**src/hdl/adc_ctrl_pkg.sv**
```systemverilog
// Package for the ADC overflow and gain control register bank.
// Assumes a single 20 MHz clock and a plain register port.
package adc_ctrl_pkg;
    localparam logic [7:0] OVERFLOW_STATUS_OFFSET = 8'h56;
    localparam logic [7:0] CONTROL_THREE_OFFSET = 8'h57;
    localparam logic [7:0] GAIN_LEVEL_BASE_OFFSET = 8'h58;
    localparam logic [7:0] GAIN_LEVEL_LAST_OFFSET = 8'h5e;
    localparam logic [7:0] IRQ_MASK_OFFSET = 8'h60;
    localparam int CHANNELS = 6;
    localparam int MODE_SELECT_BIT = 7;
    localparam int RAMP_SPEED_BIT = 6;
    localparam int PIN_POLARITY_BIT = 0;
    localparam logic [7:0] CONTROL_THREE_RESET = 8'h00;
    localparam logic [7:0] CONTROL_THREE_MASK = 8'hc1;
    localparam logic [7:0] GAIN_LEVEL_RESET = 8'hd7;
    localparam logic [7:0] GAIN_UNITY_CODE = 8'hd7;
    localparam logic [7:0] GAIN_MUTE_LAST = 8'h0e;
    localparam logic [7:0] GAIN_MAX_CODE = 8'hff;
    localparam int RAMP_BASE_SAMPLES = 2048;
    localparam int RAMP_SLOW_SAMPLES = 4096;
endpackage : adc_ctrl_pkg

```
**src/hdl/adc_overflow_gain_ctrl.sv**
```systemverilog
// Overflow flags, gain mode and ramp control registers of a six-channel ADC.
// Assumes a synchronous register port and overflow pulses from the converters.
`timescale 1ns/100ps
module adc_overflow_gain_ctrl
    import adc_ctrl_pkg::*;
#(
    parameter int NUM_CHANNELS = CHANNELS
)
(
    // Clock and reset.
    input wire logic CLK,
    input wire logic RST,
    // Register port.
    input wire logic [7:0] ADDR,
    input wire logic [7:0] WDATA,
    input wire logic WR,
    input wire logic RD,
    output logic [7:0] RDATA,
    // Converter side.
    input wire logic [NUM_CHANNELS-1:0] OVERFLOW_DETECT,
    input wire logic SAMPLE_TICK,
    input wire logic ADC_SAMPLE_RATE_MODE,
    output logic [8*NUM_CHANNELS-1:0] ADC_CHANNEL_GAIN_LEVEL,
    output logic [NUM_CHANNELS-1:0] RAMP_BUSY,
    // Pins.
    output logic OVERFLOW_PIN,
    output logic IRQ
);
    if (NUM_CHANNELS != CHANNELS) begin : bad_channel_count
        $error("Channel count must be six.");
    end

    logic [5:0] channel_overflow_flags;
    logic [5:0] next_flags;
    logic [7:0] control_three;
    logic [7:0] next_control_three;
    logic [5:0] irq_mask;
    logic [5:0] next_irq_mask;
    logic [7:0] gain_code [0:6];
    logic [7:0] next_gain_code [0:6];
    logic [7:0] next_rdata;
    logic [13:0] ramp_samples;
    logic adc_gain_mode_select;
    logic adc_gain_ramp_speed;
    logic overflow_pin_polarity;

    assign adc_gain_mode_select = control_three[MODE_SELECT_BIT];
    assign adc_gain_ramp_speed = control_three[RAMP_SPEED_BIT];
    assign overflow_pin_polarity = control_three[PIN_POLARITY_BIT];

    function automatic logic is_gain_addr(input logic [7:0] a);
        is_gain_addr = (a >= GAIN_LEVEL_BASE_OFFSET) && (a <= GAIN_LEVEL_LAST_OFFSET);
    endfunction : is_gain_addr

    always_comb begin
        next_flags = channel_overflow_flags;
        next_control_three = control_three;
        next_irq_mask = irq_mask;
        for (int i = 0; i < 7; i++) begin
            next_gain_code[i] = gain_code[i];
        end
        next_rdata = 8'h00;
        if (RD && ADDR == OVERFLOW_STATUS_OFFSET) begin
            next_flags = 6'h00;
        end
        next_flags = next_flags | OVERFLOW_DETECT;
        if (WR) begin
            if (ADDR == CONTROL_THREE_OFFSET) begin
                next_control_three = WDATA & CONTROL_THREE_MASK;
            end else if (ADDR == IRQ_MASK_OFFSET) begin
                next_irq_mask = WDATA[5:0];
            end else if (is_gain_addr(ADDR)) begin
                next_gain_code[3'(ADDR - GAIN_LEVEL_BASE_OFFSET)] = WDATA;
            end
        end
        if (RD) begin
            if (ADDR == OVERFLOW_STATUS_OFFSET) begin
                next_rdata = {2'b00, channel_overflow_flags};
            end else if (ADDR == CONTROL_THREE_OFFSET) begin
                next_rdata = control_three;
            end else if (ADDR == IRQ_MASK_OFFSET) begin
                next_rdata = {2'b00, irq_mask};
            end else if (is_gain_addr(ADDR)) begin
                next_rdata = gain_code[3'(ADDR - GAIN_LEVEL_BASE_OFFSET)];
            end
        end
    end

    always_ff @(posedge CLK) begin
        if (RST) begin
            channel_overflow_flags <= 6'h00;
            control_three <= CONTROL_THREE_RESET;
            irq_mask <= 6'h00;
            RDATA <= 8'h00;
            for (int i = 0; i < 7; i++) begin
                gain_code[i] <= GAIN_LEVEL_RESET;
            end
        end else begin
            channel_overflow_flags <= next_flags;
            control_three <= next_control_three;
            irq_mask <= next_irq_mask;
            RDATA <= next_rdata;
            for (int i = 0; i < 7; i++) begin
                gain_code[i] <= next_gain_code[i];
            end
        end
    end

    assign OVERFLOW_PIN = (|channel_overflow_flags) ^ overflow_pin_polarity;
    assign IRQ = |(channel_overflow_flags & irq_mask);

    always_comb begin
        ramp_samples = adc_gain_ramp_speed ? 14'(RAMP_SLOW_SAMPLES) : 14'(RAMP_BASE_SAMPLES);
        if (ADC_SAMPLE_RATE_MODE) begin
            ramp_samples = ramp_samples << 1;
        end
    end

    for (genvar c = 0; c < 6; c++) begin : channel
        logic [7:0] target;
        // Preset code passes unchanged to the ramp while mode select is clear; when set, it is combined with the master.
        gain_combiner combine (
            .mode_select(adc_gain_mode_select),
            .master_code(gain_code[0]),
            .preset_code(gain_code[c+1]),
            .effective_code(target)
        );
        gain_ramp ramp (
            .clk(CLK),
            .rst(RST),
            .sample_tick(SAMPLE_TICK),
            .ramp_samples(ramp_samples),
            .target_code(target),
            .level(ADC_CHANNEL_GAIN_LEVEL[8*c+:8]),
            .busy(RAMP_BUSY[c])
        );

    end
endmodule : adc_overflow_gain_ctrl

```
**src/hdl/gain_combiner.sv**
```systemverilog
// Combines the master and preset gain codes of one channel.
// Assumes codes in half-decibel steps with 215 as unity.
`timescale 1ns/100ps
module gain_combiner
    import adc_ctrl_pkg::*;
(
    // Mode and codes.
    input wire logic mode_select,
    input wire logic [7:0] master_code,
    input wire logic [7:0] preset_code,
    // Effective code.
    output logic [7:0] effective_code
);
    logic [9:0] sum;

    always_comb begin
        sum = {2'b00, master_code} + {2'b00, preset_code};
        effective_code = preset_code;
        if (mode_select) begin
            if (master_code <= GAIN_MUTE_LAST || preset_code <= GAIN_MUTE_LAST) begin
                effective_code = 8'h00;
            end else if (sum < {2'b00, GAIN_UNITY_CODE} + 10'h00f) begin
                effective_code = 8'h00;
            end else if (sum - {2'b00, GAIN_UNITY_CODE} > {2'b00, GAIN_MAX_CODE}) begin
                effective_code = GAIN_MAX_CODE;
            end else begin
                effective_code = 8'(sum - {2'b00, GAIN_UNITY_CODE});
            end
        end
    end
endmodule : gain_combiner

```
**src/hdl/gain_ramp.sv**
```systemverilog
// Ramps one channel's applied level toward its target code.
// Assumes a one-cycle sample enable at the sample rate.
`timescale 1ns/100ps
module gain_ramp
    import adc_ctrl_pkg::*;
(
    input wire logic clk,
    input wire logic rst,
    input wire logic sample_tick,
    input wire logic [13:0] ramp_samples,
    input wire logic [7:0] target_code,
    output logic [7:0] level,
    output logic busy
);
    logic [7:0] pending;
    logic [7:0] next_pending;
    logic [7:0] goal;
    logic [7:0] next_goal;
    logic [7:0] next_level;
    logic [13:0] count;
    logic [13:0] next_count;
    logic next_busy;

    always_comb begin
        next_pending = pending;
        next_goal = goal;
        next_level = level;
        next_count = count;
        next_busy = busy;
        if (target_code != pending) begin
            next_pending = target_code;
        end
        // A command written mid-ramp waits until this ramp has reached its own goal.
        if (!busy && next_pending != level) begin
            next_busy = 1'b1;
            next_count = ramp_samples;
            next_goal = next_pending;
        end else if (busy && sample_tick) begin
            if (count <= 14'h0001) begin
                next_busy = 1'b0;
                next_level = goal;
            end else begin
                next_count = count - 14'h0001;
            end
        end
    end

    always_ff @(posedge clk) begin
        if (rst) begin
            pending <= GAIN_LEVEL_RESET;
            goal <= GAIN_LEVEL_RESET;
            level <= GAIN_LEVEL_RESET;
            count <= 14'h0000;
            busy <= 1'b0;
        end else begin
            pending <= next_pending;
            goal <= next_goal;
            level <= next_level;
            count <= next_count;
            busy <= next_busy;
        end
    end
endmodule : gain_ramp

```
**config.mk**
```make
export PLATFORM = sky130hd
export DESIGN_NAME = adc_overflow_gain_ctrl
export DESIGN_NICKNAME = d
export VERILOG_FILES = /design/src/hdl/adc_ctrl_pkg.sv /design/src/hdl/adc_overflow_gain_ctrl.sv /design/src/hdl/gain_combiner.sv /design/src/hdl/gain_ramp.sv
export SDC_FILE = /design/constraint.sdc
export NUM_CORES = 1
export LEC_CHECK = 0
export ABC_AREA = 0
export BUFFER_PORTS_ARGS = -buffer_cell sky130_fd_sc_hd__buf_4
export CAP_MARGIN = 40
export CORE_ASPECT_RATIO = 0.7
export CORE_MARGIN = 5
export CORE_UTILIZATION = 65
export DETAILED_ROUTE_END_ITERATION = 12
export PLACE_DENSITY = 0.81
export SLEW_MARGIN = 20
export SYNTH_ARGS = -nofsm -noshare
export SYNTH_HDL_FRONTEND = slang
export SYNTH_SLANG_ARGS = --single-unit
export TNS_END_PERCENT = 5
```
**constraint.sdc**
```tcl
create_clock -name CLK -period 8.76 [get_ports CLK]
set_input_delay 1.752 -clock CLK [delete_from_list [all_inputs] [get_ports CLK]]
set_output_delay 1.752 -clock CLK [all_outputs]
set_load 0.01 [all_outputs]
```
==> results.py <==
metrics = {
    "worst_hold_path": {
        "min_path_type": "reg2reg",
    },
    "setup_path": {
        "worstPathMaxFanout": 13,
        "critPathArrivalTime_ns": 5.84,
        "cp-start-kind": "flip-flop",
        "crit_path_cell_trace": "inv_1 > fa_1 > xnor2_1 > a21boi_0 > mux2i_1 > a21oi_1 > o21ai_0 > a211oi_1 > nor3_1 > o221ai_1 > nor4b_4 > a21oi_1 > a2111oi_0",
        "crit_required_ns": 9.19,
        "crit_slowest_cell": "dfxtp_1",
        "cp_top_family": "compound AO/OA/AOI/OAI gates",
        "crit_top_cell": "a21oi_1",
        "max_stage_delay_ns": 0.64,
        "path_class": "reg2reg",
        "cp-end-kind": "flip-flop",
        "path_buf_inv": 1,
    },
    "finish": {
        "regArea_um2": 5310,
        "multi_input_area_um2": 11300,
        "finalNonFillerCells": 2507,
        "diodes": 0,
        "utilization": 0.717,
        "final_cell_mix": "dfxtp_1, nor2_1, nand2_1",
        "layout_commonest_cell": "dfxtp_1",
        "drive_gt1_frac": 0.105,
        "final_nets": 2228,
        "area_growth_pct": 9.47,
        "fill_cells": 2105,
    },
    "logic_synthesis": {
        "muxShareOfSynthArea": 0.0806,
        "syn_inst": 2102,
        "seq_area_frac_synth": 0.305,
        "yosys.area.top_type_share": 0.305,
        "ys.flop_type": "dfxtp_1",
        "synth_warnings": 0,
        "synth_compound_area_frac": 0.207,
        "synth-seq-cells": 265,
        "syn-num-nets": 2204,
        "async_reset_ff_frac": 0,
        "synth_xor_area_frac": 0.0804,
        "synth_edf_count": 0,
        "ys_types": 109,
        "synth_area_leaders": "dfxtp_1, mux2i_1, ha_1",
        "syn_area_um2": 17400,
        "synthSimpleGateAreaFrac": 0.223,
        "yosys.area.top_type": "dfxtp_1",
        "syn_area_per_cell_um2": 8.27,
        "yosys.area_share.adder": 0.0559,
        "synth_top_family_by_area": "simple AND/OR/NAND/NOR gates",
    },
    "timing": {
        "setup_viol": 0,
        "finClkSkew_ns": 0.0103,
        "relSlewSlack": 0.450,
        "slew_violations": 0,
        "min_period_ns": 5.41,
        "rsz0062_at_grt": "no",
        "finalSetupTns_ns": 0,
        "worst_slew_pin_slew_ns": 0.824,
        "max_freq_mhz": 185,
        "hold_violations": 0,
        "timing.final.crit_share": 0.618,
    },
    "clock_tree": {
        "numCtsBuffers": 27,
        "htree_num_levels": 1,
        "cts-root-buf": "clkbuf_16",
        "clkSinkCount": 265,
        "cts.repair.resized": 0,
        "cts_tree": "done",
        "clk_path_buf_depth": 3,
        "clkLatencyLatePin_ns": 0.55,
        "postCtsSetupBuffers": 0,
        "clk_pin_slew_ns": 0.06,
        "cts_hold_buf": 0,
    },
    "job": {
        "max-cap-violations": 0,
    },
    "power_and_ir_drop": {
        "p_leak_uw": 0.00756,
        "p_total_uw": 2590,
        "peakVddDrop_mv": 0.143,
        "power.density_nw_per_um2": 136,
    },
    "floorplan": {
        "dieArea_um2": 30200,
        "die_h_um": 147,
        "io_pins": 92,
        "start_util": 0.655,
        "die_x_um": 205,
        "num_rows": 50,
        "coreArea_um2": 26500,
    },
    "detailed_routing": {
        "ant_nets": 0,
        "drc": 0,
        "vias_per_cell": 6.42,
        "wl_per_cell_um": 19.1,
        "vias": 16100,
        "drtIter0Drc": 1608,
        "wl_um": 47800,
        "drt-pass1-iter-count": 6,
    },
    "grt": {
        "overflow": 0,
        "grt.total_usage": 0.307,
        "grt_max_degree": 69,
        "grt_pass1_wl_um": 77800,
        "grt_antenna_before_repair": 0,
        "first_global_vias": 15200,
    },
    "outcome": {
        "status": "completed",
    },
    "placed_design": {
        "hpwl_um": 34600,
        "io_buffers": 91,
        "gp_congestion": 0.935,
        "dp_cells": 2459,
    },
}
==> power by group <==
| group | switching, µW | internal, µW | total [µW] |
|---|---|---|---|
| combinational | 119 | 67.1 | 187 |
| clock | 491 | 677 | 1170 |
| sequential | 17.5 | 1220 | 1240 |
| total | 628 | 1970 | 2590 |
==> metal layers <==
metal	up-vias	wire (µm)	global-route usage
li1	7682	-	-
met1	7550	20900	0.426
met2	731	20900	0.482
met3	130	4430	0.0644
met4	0	1540	0.0954
met5	-	0	0
==> cell usage after synthesis (all sizes together), types with 24 or more instances <==
| master | instances |
|---|---|
| clkbuf | 74 |
| inv | 82 |
| nor2b | 36 |
| xor2 | 64 |
| nor4 | 27 |
| a211oi | 45 |
| buf | 38 |
| nand2 | 204 |
| nand2b | 24 |
| ha | 68 |
| a21oi | 115 |
| o211ai | 33 |
| dfxtp | 265 |
| o21ai | 60 |
| xnor2 | 91 |
| nand3 | 58 |
| nor3 | 85 |
| mux2i | 107 |
| nor2 | 225 |
==> flip-flops by register name, summed over array words and instances (netlist names) <==
| name | count |
|---|---|
| irq_mask | 6 |
| channel.ramp.level | 48 |
| control_three | 3 |
| gain_code | 56 |
| channel.ramp.goal | 48 |
| channel_overflow_flags | 6 |
| RDATA | 8 |
| channel.ramp.busy | 6 |
| channel.ramp.count | 84 |
==> cells by family after synthesis <==
family | Yosys count
AO/OA/AOI/OAI | 487
multiplexers | 127
buffers and inverters | 195
flip-flops | 265
AND/OR/NAND/NOR | 798
adder cells (fa/ha/maj) | 74
XOR/XNOR | 156
==> metrics by stage <==
| step | setup slack [ns] | cell area [µm²] | hold WS [ns] |
|---|---|---|---|
| 2_1_floorplan | 4.80 | 17400 | 0.433 |
| 3_3_place_gp | 3.77 | 18100 | 0.440 |
| 3_5_place_dp | 3.55 | 18100 | 0.455 |
| 4_1_cts | 3.46 | 19000 | 0.468 |
| 5_1_grt | 2.80 | 19000 | 0.487 |
| 6_report | 3.35 | 19000 | 0.470 |
==> path summary, 6_finish.rpt <==
| kind | start | end | slack, ns | cells past startpoint |
|---|---|---|---|---|
| worst max-delay path | gain_code[0][1] | channel[1].ramp.count[1] | 3.35 | 13 |
| worst min-delay path | channel[4].ramp.goal[0] | channel[4].ramp.level[0] | 0.47 | 2 |
| worst max register to register | gain_code[0][1] | channel[1].ramp.count[1] | 3.35 | 13 |
| worst min register to register | channel[4].ramp.goal[0] | channel[4].ramp.level[0] | 0.47 | 2 |
==> tightest hold or removal path, delay by kind of cell (launching register included) <==
kind / cells / cell delay (ns)
flops: 1 / 0.32
mux: 1 / 0.07
simple gates: 1 / 0.06
==> cell type report <==
cell class | instances | area share
multi-input cells | 1642 | 0.592
flip-flops and latches | 265 | 0.279
repair buffers | 107 | 0.0433
clock buffers | 37 | 0.0391
well taps | 364 | 0.0239
inverters | 83 | 0.0164
clock inverters | 9 | 0.00658
Power figures use the tool's default switching activity.
